File: src/common/ascg_defines.vh
// constants for the audio sample clock generator
// assumes inclusion by its bare name from the design file
`ifndef ASCG_DEFINES_VH
`define ASCG_DEFINES_VH
// register indices, byte address is four times the index
`define ASCG_IDX_RATE 8'h00
`define ASCG_IDX_CTRL3 8'h06
`define ASCG_IDX_PLL1 8'h1B
`define ASCG_IDX_PLL2 8'h1C
`define ASCG_IDX_MON 8'h22
`define ASCG_IDX_CLKCTL 8'h30
`define ASCG_IDX_STAT 8'h31
// rate register fields
`define ASCG_DAC_SEL_LO 3
`define ASCG_DAC_SEL_HI 5
`define ASCG_ADC_SEL_LO 0
`define ASCG_ADC_SEL_HI 2
// control 3 field
`define ASCG_REF_SEL_BIT 13
// pll register 1: enable, ref divider code, integer part
`define ASCG_PLL_EN_BIT 15
`define ASCG_P_LO 8
`define ASCG_P_HI 10
`define ASCG_J_LO 2
`define ASCG_J_HI 7
// pll register 2: fraction in bits 15..2
`define ASCG_D_LO 2
`define ASCG_D_HI 15
// monitor register
`define ASCG_MON_EN_BIT 2
// clock control register: direct divider, adc and dac power
`define ASCG_Q_LO 0
`define ASCG_Q_HI 4
`define ASCG_ADC_PWR_BIT 8
`define ASCG_DAC_PWR_BIT 9
// reset values
`define ASCG_RST_RATE 16'h0000
`define ASCG_RST_CTRL3 16'h0000
`define ASCG_RST_PLL1 16'h1004
`define ASCG_RST_PLL2 16'h0000
`define ASCG_RST_MON 16'h0000
`define ASCG_RST_CLKCTL 16'h0002
// limits
`define ASCG_Q_MIN 5'h02
`define ASCG_Q_MAX 5'h11
`define ASCG_J_MIN 6'h01
`define ASCG_D_MAX 14'h270F
`define ASCG_BYPASS_PRE 128
`define ASCG_PLL_PRE 2048
`define ASCG_FRAC_BASE 10000
`define ASCG_DAC_OSR 128
`endif

File: src/design/ascg_top.v
// audio sample clock generator: divides a master clock into base,
// adc and dac sample strobes, with bypass divider or fractional pll
// assumes master clock is sampled on CLK, which runs far faster
//
// Implementation choices: the register offsets and the strobed register port.
`timescale 1ns/10ps
`include "ascg_defines.vh"

module ascg_top (
    // clock, reset, enable
    input wire CLK,
    input wire SYS_RST,
    input wire CE,
    // register port
    input wire [7:0] ADDR,
    input wire [15:0] WDATA,
    input wire WR,
    input wire RD,
    output reg [15:0] RDATA,
    // clock pins
    input wire MCLK_IN,
    input wire BCLK_IN,
    // sample strobes, clocks and control and status outputs
    output reg BASE_TICK,
    output reg DAC_TICK,
    output reg ADC_TICK,
    output reg DAC_OSR_TICK,
    output reg ADC_WORD_CLOCK_PIN,
    output reg WORD_CLOCK,
    output reg ADC_WCLK_SEP,
    output reg MONITOR_PIN,
    output reg MONITOR_OE,
    output reg REF_RATE_SELECT,
    output reg TSC_EXT_CLK,
    output reg OSC_POWER
);
    reg [15:0] rate_q, ctrl3_q, pll1_q, pll2_q, mon_q, clkctl_q;
    reg [2:0] mclk_s;
    reg [1:0] bclk_s;
    reg [31:0] acc_q;
    reg [10:0] pre_q;
    reg [4:0] qcnt_q;
    reg [2:0] pcnt_q;
    reg pll_ck_q;
    reg [7:0] dac_ph_q, adc_ph_q;
    reg [6:0] osr_q;
    reg dac_ws_q, adc_ws_q;
    wire mclk_rise = mclk_s[1] & ~mclk_s[2];
    wire conv_on = clkctl_q[`ASCG_ADC_PWR_BIT] |
        clkctl_q[`ASCG_DAC_PWR_BIT];
    wire pll_en = pll1_q[`ASCG_PLL_EN_BIT];
    wire [2:0] dac_sel = rate_q[`ASCG_DAC_SEL_HI:`ASCG_DAC_SEL_LO];
    wire [2:0] adc_sel = rate_q[`ASCG_ADC_SEL_HI:`ASCG_ADC_SEL_LO];
    wire [4:0] q_raw = clkctl_q[`ASCG_Q_HI:`ASCG_Q_LO];
    wire [4:0] q_div = (q_raw < `ASCG_Q_MIN) ? `ASCG_Q_MIN :
        ((q_raw > `ASCG_Q_MAX) ? `ASCG_Q_MAX : q_raw);
    wire [2:0] p_code = pll1_q[`ASCG_P_HI:`ASCG_P_LO];
    wire [5:0] j_raw = pll1_q[`ASCG_J_HI:`ASCG_J_LO];
    wire [5:0] j_val = (j_raw < `ASCG_J_MIN) ? `ASCG_J_MIN : j_raw;
    wire [13:0] d_raw = pll2_q[`ASCG_D_HI:`ASCG_D_LO];
    wire [13:0] d_val = (d_raw > `ASCG_D_MAX) ? `ASCG_D_MAX : d_raw;
    // pll step per P-divided master edge, in 1/10000 units
    wire [31:0] k_step = j_val * `ASCG_FRAC_BASE + d_val;
    wire [31:0] acc_lim = `ASCG_PLL_PRE * `ASCG_FRAC_BASE;
    wire [32:0] acc_sum = {1'b0, acc_q} + {1'b0, k_step};
    wire p_edge = mclk_rise && (pcnt_q == p_code);
    wire base_ev = pll_en ? (p_edge && (acc_sum >= {1'b0, acc_lim}))
        : (mclk_rise && qcnt_q == q_div - 5'h01 &&
           pre_q == `ASCG_BYPASS_PRE - 1);
    // osr tick divides base period by 128 by direct divider count in bypass; in pll mode it marks accumulator scale crossings, at most one per P-divided edge
    wire osr_ev = pll_en ? (p_edge &&
        (acc_sum[31:0] / (acc_lim / `ASCG_DAC_OSR)) !=
        (acc_q / (acc_lim / `ASCG_DAC_OSR)))
        : (mclk_rise && qcnt_q == q_div - 5'h01);
    // accumulator after this step, wrapped at the base period
    wire [31:0] acc_half = acc_lim >> 1;
    wire [31:0] acc_nxt = (acc_sum >= {1'b0, acc_lim}) ?
        acc_sum[31:0] - acc_lim : acc_sum[31:0];
    // mid-period half step: accumulator crossing in pll mode,
    // osr count 63 in bypass; osr ticks are too coarse in pll mode
    wire half_ev = pll_en ? (p_edge && (acc_q < acc_half) &&
        (acc_nxt >= acc_half)) : (osr_ev && osr_q == 7'h3F);

    // half-periods of base ticks per divider code 1,1.5,2,3,4,5,5.5,6
    function [7:0] half_count;
        input [2:0] sel;
        begin
            case (sel)
                3'h0: half_count = 8'h02;
                3'h1: half_count = 8'h03;
                3'h2: half_count = 8'h04;
                3'h3: half_count = 8'h06;
                3'h4: half_count = 8'h08;
                3'h5: half_count = 8'h0A;
                3'h6: half_count = 8'h0B;
                default: half_count = 8'h0C;
            endcase
        end
    endfunction

    function [15:0] reg_read;
        input [7:0] a;
        begin
            case (a)
                `ASCG_IDX_RATE: reg_read = rate_q;
                `ASCG_IDX_CTRL3: reg_read = ctrl3_q;
                `ASCG_IDX_PLL1: reg_read = pll1_q;
                `ASCG_IDX_PLL2: reg_read = pll2_q;
                `ASCG_IDX_MON: reg_read = mon_q;
                `ASCG_IDX_CLKCTL: reg_read = clkctl_q;
                `ASCG_IDX_STAT: reg_read = {12'h000, ADC_WCLK_SEP,
                    pll_en, OSC_POWER, TSC_EXT_CLK};
                default: reg_read = 16'h0000;
            endcase
        end
    endfunction

    // ------------------------------------------------------------
    // register port
    // ------------------------------------------------------------
    always @(posedge CLK or posedge SYS_RST) begin
        if (SYS_RST) begin
            rate_q <= `ASCG_RST_RATE;
            ctrl3_q <= `ASCG_RST_CTRL3;
            pll1_q <= `ASCG_RST_PLL1;
            pll2_q <= `ASCG_RST_PLL2;
            mon_q <= `ASCG_RST_MON;
            clkctl_q <= `ASCG_RST_CLKCTL;
            RDATA <= 16'h0000;
        end else if (CE) begin
            RDATA <= RD ? reg_read(ADDR) : 16'h0000;
            if (WR) begin
                case (ADDR)
                    `ASCG_IDX_RATE: rate_q <= WDATA;
                    `ASCG_IDX_CTRL3: ctrl3_q <= WDATA;
                    `ASCG_IDX_PLL1: pll1_q <= WDATA;
                    `ASCG_IDX_PLL2: pll2_q <= WDATA;
                    `ASCG_IDX_MON: mon_q <= WDATA;
                    `ASCG_IDX_CLKCTL: clkctl_q <= WDATA;
                    default: ;
                endcase
            end
        end
    end

    // ------------------------------------------------------------
    // master clock sampling and base rate generation
    // ------------------------------------------------------------
    always @(posedge CLK or posedge SYS_RST) begin
        if (SYS_RST) begin
            mclk_s <= 3'h0;
            bclk_s <= 2'h0;
            acc_q <= 32'h00000000;
            pre_q <= 11'h000;
            qcnt_q <= 5'h00;
            pcnt_q <= 3'h0;
            pll_ck_q <= 1'b0;
        end else if (CE) begin
            mclk_s <= {mclk_s[1:0], MCLK_IN};
            bclk_s <= {bclk_s[0], BCLK_IN};
            if (!conv_on) begin
                acc_q <= 32'h00000000;
                pre_q <= 11'h000;
                qcnt_q <= 5'h00;
                pcnt_q <= 3'h0;
            end else if (mclk_rise) begin
                if (pll_en) begin
                    // fractional multiply then divide by 2048 * P
                    pcnt_q <= (pcnt_q == p_code) ? 3'h0 :
                        pcnt_q + 3'h1;
                    if (p_edge) begin
                        acc_q <= acc_nxt;
                        // high in the upper half of the period
                        pll_ck_q <= (acc_nxt >= acc_half);
                    end
                end else begin
                    // divide by direct divider then by 128
                    if (qcnt_q >= q_div - 5'h01) begin
                        qcnt_q <= 5'h00;
                        pre_q <= (pre_q == `ASCG_BYPASS_PRE - 1) ?
                            11'h000 : pre_q + 11'h001;
                    end else begin
                        qcnt_q <= qcnt_q + 5'h01;
                    end
                end
            end
        end
    end

    // ------------------------------------------------------------
    // rate dividers, oversampling and pin outputs
    // ------------------------------------------------------------
    always @(posedge CLK or posedge SYS_RST) begin
        if (SYS_RST) begin
            dac_ph_q <= 8'h00;
            adc_ph_q <= 8'h00;
            osr_q <= 7'h00;
            dac_ws_q <= 1'b0;
            adc_ws_q <= 1'b0;
            BASE_TICK <= 1'b0;
            DAC_TICK <= 1'b0;
            ADC_TICK <= 1'b0;
            DAC_OSR_TICK <= 1'b0;
            ADC_WORD_CLOCK_PIN <= 1'b0;
            WORD_CLOCK <= 1'b0;
            ADC_WCLK_SEP <= 1'b0;
            MONITOR_PIN <= 1'b0;
            MONITOR_OE <= 1'b0;
            REF_RATE_SELECT <= 1'b0;
            TSC_EXT_CLK <= 1'b0;
            OSC_POWER <= 1'b1;
        end else if (CE) begin
            BASE_TICK <= conv_on && base_ev;
            DAC_OSR_TICK <= conv_on && osr_ev;
            DAC_TICK <= 1'b0;
            ADC_TICK <= 1'b0;
            if (!conv_on) begin
                dac_ph_q <= 8'h00;
                adc_ph_q <= 8'h00;
                osr_q <= 7'h00;
            end else begin
                if (osr_ev)
                    osr_q <= osr_q + 7'h01;
                // two phase ticks per base period give half steps
                if (base_ev || half_ev) begin
                    if (dac_ph_q >= half_count(dac_sel) - 8'h01) begin
                        dac_ph_q <= 8'h00;
                        DAC_TICK <= 1'b1;
                        dac_ws_q <= ~dac_ws_q;
                    end else begin
                        dac_ph_q <= dac_ph_q + 8'h01;
                    end
                    if (adc_ph_q >= half_count(adc_sel) - 8'h01) begin
                        adc_ph_q <= 8'h00;
                        ADC_TICK <= 1'b1;
                        adc_ws_q <= ~adc_ws_q;
                    end else begin
                        adc_ph_q <= adc_ph_q + 8'h01;
                    end
                end
            end
            ADC_WCLK_SEP <= (dac_sel != adc_sel);
            WORD_CLOCK <= dac_ws_q;
            ADC_WORD_CLOCK_PIN <= (dac_sel != adc_sel) ? adc_ws_q :
                1'b0;
            REF_RATE_SELECT <= ctrl3_q[`ASCG_REF_SEL_BIT];
            TSC_EXT_CLK <= conv_on & bclk_s[1];
            OSC_POWER <= ~conv_on;
            MONITOR_OE <= mon_q[`ASCG_MON_EN_BIT];
            MONITOR_PIN <= mon_q[`ASCG_MON_EN_BIT] && pll_en &&
                conv_on && pll_ck_q;
        end
    end
endmodule

File: config.mk
export PLATFORM = sky130hd
export DESIGN_NAME = ascg_top
export DESIGN_NICKNAME = d
export VERILOG_FILES = /design/src/design/ascg_top.v
export VERILOG_INCLUDE_DIRS = /design/src /design/src/common
export SDC_FILE = /design/constraint.sdc
export NUM_CORES = 1
export LEC_CHECK = 0
export BUFFER_PORTS_ARGS = -buffer_cell sky130_fd_sc_hd__buf_2
export CAP_MARGIN = 20
export CORE_UTILIZATION = 30
export DETAILED_ROUTE_END_ITERATION = 12
export PLACE_DENSITY_LB_ADDON = 0.2
export SYNTH_ARGS = -nofsm -noshare
export SYNTH_HDL_FRONTEND = slang
export SYNTH_SLANG_ARGS = --single-unit
File: constraint.sdc
create_clock -name CLK -period 40.3 [get_ports CLK]
set_input_delay 2.015 -clock CLK [delete_from_list [all_inputs] [get_ports CLK]]
set_output_delay 2.015 -clock CLK [all_outputs]
set_load 0.05 [all_outputs]
==> summary by stage, run 1 <==
Timing
The routed design could run at a clock period as short as 23330 ps. The worst slew margin relative to its limit is 21.17%. Setup repair after global routing left no endpoint under its margin. The setup TNS is 0 ps.

The hold violation total from the final report came to 0. The pin slew with the least headroom to its limit is 1178 ps. Setup slack on the critical path of the routed design comes to 16970 ps. The clock arrives with 15.28 ps of skew.

Setup violations remaining at the end of the flow were counted as 0. The peak clock frequency supported by timing is 42.87 MHz. The max-slew violation count is 0. In the finished design, the share of the clock period the worst path needs comes to 57.89%.

Synthesis
Yosys printed 0 warnings. Counting flops with a built-in enable in the synthesized netlist gives 0. After synthesis the netlist holds a flip-flop and latch count of 206.

After synthesis, the cell types taking the most area are dfrtp_1 21%, mux2_2 5.3%, xnor2_1 4.9%. Among all flip-flop cells after synthesis, the most frequent one is dfrtp_1. The per-instance average area after synthesis is 7.897 um^2. The cell area that synthesis handed to floorplanning was 24350 um^2. The sequential element share of the synthesized area is 21.19%. The largest area contributor in the netlist is dfrtp_1. The share of async-settable or async-resettable flops after synthesis is 100.0%. The cell count after synthesis is 3083. The share of the synthesized area in the top cell type is 20.76%. The count of distinct cell types in the synthesized netlist is 137.

Clocking
In this run the number of H-tree levels came out at 1. The number of clock sinks is 206. The clock insertion delay at the later pin of the skew report is 560 ps. The clock tree buffer depth is 3.

Once the clock tree was built, the setup fixing pass inserted 0 buffers. Counting the buffers created by CTS gives 25. After clock tree synthesis, the clock-pin slew on the worst setup and hold paths is 60 ps. The CTS tree is yes.

The root buffer cell chosen for the clock tree is clkbuf_16. The number of gates resized after CTS was 0. The count of hold buffers inserted by post-cts repair is 0.

Pwr
Dividing total power by cell area gives a power density of 19.44 nW/um^2. For this design the static power due to leakage is 0.01115 uW. Across the VDD grid, the largest voltage drop is 0.00002263 V.

After layout, the design draws a total of 515.2 uW.

Worst setup path
The critical path in this run is classified as reg2reg. The cell type of the slowest stage on the worst timing path is o31ai_2. STA puts the critical path data required time at 40780 ps. STA classifies the critical path endpoint as a register. The critical path arrival is 23810 ps.

The setup slack of the worst register-to-register path is 16970 ps. STA classifies the critical path startpoint as a register. On the worst path, the slowest cell contributes a delay of 820 ps. The top fanout value on the critical path is 16. The most prevalent standard cell on the critical path is o21ai_1.

Floorplan
The floorplan step set the die height to 286.9 um. The horizontal die dimension is 286.9 um. The effective utilization at floorplan is 30.27%. The total area inside the core boundary comes to 80420 um^2. The die covers 82300 um^2.

The floorplan has 104 rows. During I/O placement, the number of pins put on the boundary was 59.

Detailed routing
The count of antenna-violating nets left after detailed routing is 0. The final routed wire length divided by cell count is 19.16 um. The detailed-route wire length is 79400 um.

Dividing the detail-routed via count by the number of cells gives 5.726. The first detailed-routing pass ran for 8 iterations. For this block, the initial DRC count from the detailed router was 1964.

The number of remaining DRC errors is 0. The final route contains 23730 vias.

Global route
The wire length of the first global-routing pass is 127400 um. Global routing consumed, over all layers together, 18.79% of the routing resources. Entering global routing, the biggest net connects 80 pins. The total overflow left after global routing is 0. The initial antenna violation count is 0. The via count of the first global-routing pass was 22470.

Finish
For this run, the post-layout net count is 3200. Once layout is done, the placed cells without fillers occupy 26500 um^2. The post-route netlist has 13.42% of its cells at a drive strength greater than 1. The repair_antennas step left the layout with diodes totalling 0. The layout-stage area growth over the synthesis result is 8.845%.

Min path
The class of the tightest hold or removal check is reg2reg.

Placed design
In this run the tool buffered the top-level ports with 58 buffer cells. The post-DP HPWL is 61170 um. The placed instances occupy a cell area of 25640 um^2. Routability-driven placement finished with a final weighted congestion of 0.9018. The worst slack at placement is 17210 ps.

Outcome
The run finished with clean final reports.

Run
The tool flagged a number of max-cap violations equal to 0.
state kept, by name, indices dropped and copies added, names as in the netlist, 11 cells and up:
register and cells:
pre_q 11, pll1_q 16, mon_q 16, clkctl_q 16, RDATA 16, ctrl3_q 16
acc_q 32, rate_q 16, pll2_q 16
path summary, 6_finish.rpt:
| path | depth (start not counted) | startpoint | to |
|---|---|---|---|
| setup / recovery | 76 | pll1_q[6] | osr_q[3] |
| hold / removal | 1 | dac_ws_q | dac_ws_q |
| setup reg to reg | 76 | pll1_q[6] | osr_q[3] |
| hold reg to reg | 1 | dac_ws_q | dac_ws_q |
| max in group asynchronous | 3 | SYS_RST | rate_q[13] |
| min in group asynchronous | 2 | SYS_RST | pre_q[0] |
metal layers:
layer | GRT usage, % | part of all wire (%)
met1 | 27.22 | 49
met2 | 30.59 | 46
met4 | 3.431 | 1.7
met5 | 0 | 0
met3 | 1.357 | 3.7
critical path: cells and delay by family (launching register included):
kind,cells,cell delay [ps]
buffers and inverters,4,380
AND/OR/NAND/NOR,12,3440
AO/OA/AOI/OAI,41,12680
XOR/XNOR,8,2150
adder cells (fa/ha/maj),7,2560
multiplexers,4,1580
flip-flops,1,460
cell type report:
type	count	area [um^2]
Clock buffer	35	733.2
Tap cell	1060	1326
Multi-Input combinational cell	2607	18130
Sequential cell	206	5160
Timing Repair Buffer	90	555.5
Clock inverter	9	68.82
Fill cell	8625	53920
Inverter	137	521.8
where the power goes:
part / switching, uW / internal, uW / leakage, uW
Clock: 95.3 / 127 / 0.000401
Combinational: 51.8 / 26.2 / 0.00790
Sequential: 3.79 / 211 / 0.00284
metrics by stage:
stage / utilization (%) / cells / hold WS (ps)
after global placement: 31.89 / 4096 / 456.0
final: 32.95 / 4144 / 466.7
after CTS: 32.88 / 4140 / 467.2
after global routing: 32.95 / 4144 / 491.1
after floorplan: - / 3084 / 436.2
after detailed placement: 31.89 / 4096 / 453.2
placed cells by master, fill, tap and decap left out, drive strengths merged, types with 46 or more instances in the layout:
cell type  count
inv          139
nand2        292
o21ai        257
mux2         116
nor2         215
a31oi         60
nor3          99
nand3        106
a211oi        46
dfrtp        202
nand2b        52
ha            84
xnor2        148
xor2          65
a21oi        196
and2          49
o211ai        53
buf           90
and3          51
synth_stat cells, drive strengths merged, types with 24 or more instances:
cell	instances
nand2	292
xor2	65
inv	137
and3	51
nor4	34
or3	28
o31ai	39
o21a	36
a21o	35
mux2	116
nor2b	33
o21ai	257
ha	84
mux2i	26
nand4	36
clkbuf	97
o22ai	26
or2	38
nand2b	52
and2	49
a31oi	60
nor3	99
nand3	106
buf	37
a21oi	196
xnor2	148
nor2	215
dfrtp	202
a222oi	24
a211oi	46
o211ai	53
kinds of logic (layout without fill, tap and decap cells):
group                    after synthesis  count (layout)  share of synthesized area [%]
AO/OA/AOI/OAI                       1051            1051                          30.66
adder cells (fa/ha/maj)              111             111                          6.183
AND/OR/NAND/NOR                     1088            1088                          22.82
multiplexers                         142             142                          6.481
other                                  1               2                        0.01540
flip-flops                           206             206                          21.19
buffers and inverters                271             271                          4.461
XOR/XNOR                             213             213                          8.187
No activity file was read; power rests on OpenSTA's default activity.
==> inputs of run 2 (changes only) <==
- ABC_AREA: not set -> 1
- clock period: 40.3 -> 20.6 ns (I/O delays scaled with it)
==> run 2 against run 1 <==
  * Clock skew up 8.5 ps
  * Area after synthesis down 4.3%
  * Sequential cell count unchanged
  * First-iteration DRC count down 37%
  * Clock-buffer cell count is 4 lower
  * Via count is 7.6% lower
  * Largest cell class unchanged
  * Highest routed layer unchanged
==> summary by stage, run 2 <==
Min path
The path with the worst hold slack has its endpoint at MONITOR_OE. Along the worst hold path, the cell count comes to 2. The startpoint identified for the worst hold timing path is MONITOR_OE. The class of the tightest hold or removal check is reg2reg.

Clocking
TritonCTS built the clock tree. After clock tree synthesis, the flow added hold-fix buffers numbering 0. The clock passes through at most 3 buffers. For the worst-skew pair, the clock arrives at the later sink with an insertion delay of 580 ps.

Clock tree synthesis inserted a total of 26 buffers. The clock-pin slew on the worst setup and hold paths is 60 ps. The H-tree depth is 1. The root buffer cell is clkbuf_16.

The clock drives 206 sinks. The post-cts repair resize count is 0. After clock tree synthesis, the setup repair step added 0 buffers.

Synthesis
Among all flip-flop cells after synthesis, the most frequent one is dfrtp_1. By count the netlist is led by 1031 x nand2_1, 468 x inv_1, 297 x nand3_1. During synthesis, Yosys emitted a total of 0 warnings. After synthesis, the largest area contributor takes up 21.69% of total cell area.

The count of distinct cell types in the synthesized netlist is 79. The share of async-settable or async-resettable flops after synthesis is 100.0%. Counting flops with a built-in enable in the synthesized netlist gives 0. The synthesized cell area is 23300 um^2. The sequential element share of the synthesized area is 22.14%. The cell count after synthesis is 3557. A synthesized cell averages 6.551 um^2. Counting flops and latches in the post-synthesis netlist gives 206. By area the synthesized netlist is led by dfrtp_1 22%, nand2_1 17%, inv_1 7.5%.

Summed over all instances, the cell type with the most area after synthesis is dfrtp_1. The cell with the most instances after synthesis is nand2_1.

Pwr
The worst supply voltage drop on vdd is 0.00006108 V. Power spread over the standard cell area amounts to 41.43 nW/um^2. The internal power of the cells totals 720.3 uW. The clock network burns 43.4% of the power. In this run the static leakage power is 0.01368 uW. The design draws 1053 uW. The combinational power share is 16.9%. The share of total power consumed by net switching is 31.62%. The proportion of power drawn by flip-flops and latches is 39.7%. The analysis attributes to net switching a power of 333.0 uW.

Worst setup path
The count of cells along the worst register-to-register path is 115. Along the worst path, the maximum fanout reaches 14. The delay of the slowest cell on the worst path is 520 ps. The startpoint-to-endpoint class of the critical path is reg2reg. The cell type of the slowest stage on the worst timing path is fa_1. In this run the register-to-register setup slack is 3240 ps. The category of the worst setup path launch point is a register. Data on the critical path arrives at its endpoint at 17810 ps. The endpoint of the worst register-to-register path is DAC_OSR_TICK.

The most prevalent standard cell on the critical path is nand2_1. The required time at the endpoint of the critical path is 21050 ps. In this run the critical register-to-register path is launched from pll1_q[6].

The worst setup path is captured at a register.

Finish
The antenna diode instance count is 0. In the final layout, the share of cells above drive strength 1 is 16.34%. After the last flow step, the layout net total stands at 3724.

Counting flops per register, the top entry is acc_q. Leaving out fill and tap cells, the most frequent cell in the layout is nand2_1. The utilization after layout is 33.26%. The layout-stage area growth over the synthesis result is 9.117%. Summing all multi-input logic gate instances after layout gives 15640 um^2. The top cell types in the final layout, fill and taps aside, are 1031 x nand2_1, 467 x inv_1, 297 x nand3_1. The final cell area excluding filler cells is 25430 um^2. The filler cell count in the final layout is 8401. The number of flip-flops under the largest register name is 32. Registers take 5160 um^2.

Global route
For this run the aggregate overflow at the end of global routing stands at 0. The overall fraction of global-route tracks in use is 17.11%. Entering global routing, the biggest net connects 82 pins. The via count of the first global-routing pass is 20660. The first global-routing pass estimated 110400 um of wire. The initial antenna violation count is 0.

Detailed routing
After the first detailed-routing iteration, the DRC count stood at 1229. After detailed routing, the met2 layer carries 31330 um of wire. Wire segments on met3 add up to 2439 um in the final route.

The final route contains 21920 vias. After detailed routing, the average wire length per cell comes to 14.51 um. The detailed-route wire length is 67350 um. The first-pass iteration count of the detailed router is 6.

Routed signal wires occupy layers up through met4. The count of nets left with antenna violations once routing finished came out at 0. In the final routing, the length of wire on met1 measures 32450 um. The number of vias per cell after detailed routing is 4.723. The number of remaining DRC errors is 0.

Floorplan
The die footprint is 78800 um^2. The horizontal die dimension is 280.7 um. Row generation in the floorplan step produced 101 rows. The number of primary I/O pins is 59. The die boundary height is 280.7 um.

The core region is 76450 um^2. The effective utilization at floorplan is 30.48%.

Timing
The peak clock frequency supported by timing is 57.61 MHz. Setup repair after global routing left no endpoint under its margin. The worst slew margin relative to its limit is 24.56%.

The max-slew violation count is 0. Setup violations remaining at the end of the flow were counted as 0. For the pin with the worst max-slew slack, the measured transition is 1129 ps.

The worst hold slack across all endpoints is 472.6 ps. The setup TNS is 0 ps. The clock arrives with 23.77 ps of skew. The hold violation total from the final report came to 0. The shortest period the worst path allows is 17360 ps. After layout, the worst path uses 84.26% of the clock period.

Placed design
The post-DP HPWL is 53630 um. Routability-driven placement finished with a final weighted congestion of 0.8928. The post-placement cell area is 24490 um^2. Buffers placed on the I/O ports in this run total 58.

Run
The count of maximum capacitance violations is 0.

Outcome
The flow ran to the end, and the final reports show no timing, DRC or antenna violations.
==> run 2: cell count changes in the layout (fill, tap and decap cells not counted), sizes merged, moves of 46 or more <==
| cell | before | now |
|---|---|---|
| nand2 | 292 | 1285 |
| inv | 139 | 512 |
| nand3 | 106 | 333 |
| mux2 | 116 | 0 |
| xnor2 | 148 | 34 |
| a21oi | 196 | 93 |
| nor2 | 215 | 282 |
| xor2 | 65 | 129 |
| nor3 | 99 | 42 |
| nand2b | 52 | 1 |
| a31oi | 60 | 10 |
| and3 | 51 | 2 |
| o211ai | 53 | 7 |
==> run 2: per-layer routing <==
metal	global-route usage, %	vias up
met5	0	-
met4	3.111	0
met3	1.663	70
met2	29.07	389
met1	23.53	9983
li1	-	11480
==> run 2: kinds of logic after synthesis <==
kind of cell / share of synthesized area (%)
AO/OA/AOI/OAI: 11.02
AND/OR/NAND/NOR: 43.55
XOR/XNOR: 6.352
multiplexers: 0.08591
other: 0.01609
adder cells (fa/ha/maj): 6.056
buffers and inverters: 10.78
flip-flops: 22.14
==> run 2: power by group through the flow <==
| stage | Sequential [uW] | Clock [uW] | Combinational, uW |
|---|---|---|---|
| finish | 418 | 457 | 178 |
| global placement | 425 | 0 | 181 |
| global route | 419 | 484 | 200 |
| CTS | 418 | 469 | 179 |
| floorplan | 427 | 0 | 127 |
| detailed placement | 425 | 0 | 179 |
==> run 2: critical path, delay by kind of cell (launching register included) <==
| kind | cells | cell delay [ps] |
|---|---|---|
| adder cells (fa/ha/maj) | 7 | 2540 |
| buffers and inverters | 12 | 1090 |
| AO/OA/AOI/OAI | 10 | 2050 |
| XOR/XNOR | 2 | 610 |
| flip-flops | 1 | 480 |
| AND/OR/NAND/NOR | 84 | 10450 |
==> run 2: how the worst max path moves through the flow <==
stage	depth (start not counted)	slack, ps	from	to
after floorplan	131	5870	pll1_q[6]	DAC_OSR_TICK
after global placement	119	3480	pll1_q[6]	DAC_OSR_TICK
after detailed placement	118	3260	pll1_q[6]	osr_q[4]
after CTS	115	3180	pll1_q[6]	DAC_OSR_TICK
after global routing	116	1390	pll1_q[6]	DAC_OSR_TICK
final	115	3240	pll1_q[6]	DAC_OSR_TICK
==> run 2: metrics by stage <==
stage                     std cells  worst slack (ps)
after floorplan                3558              5873
after global placement         4588              3481
after detailed placement       4589              3265
after CTS                      4637              3176
after global routing           4641              1390
final                          4641              3243
==> run 2: cell type report <==
| cell class | count | area share (%) |
|---|---|---|
| Multi-Input combinational cell | 2751 | 61.52 |
| Sequential cell | 206 | 20.29 |
| Inverter | 534 | 7.986 |
| Tap cell | 1030 | 5.068 |
| Clock buffer | 31 | 2.711 |
| Timing Repair Buffer | 72 | 1.801 |
| Clock inverter | 17 | 0.6249 |
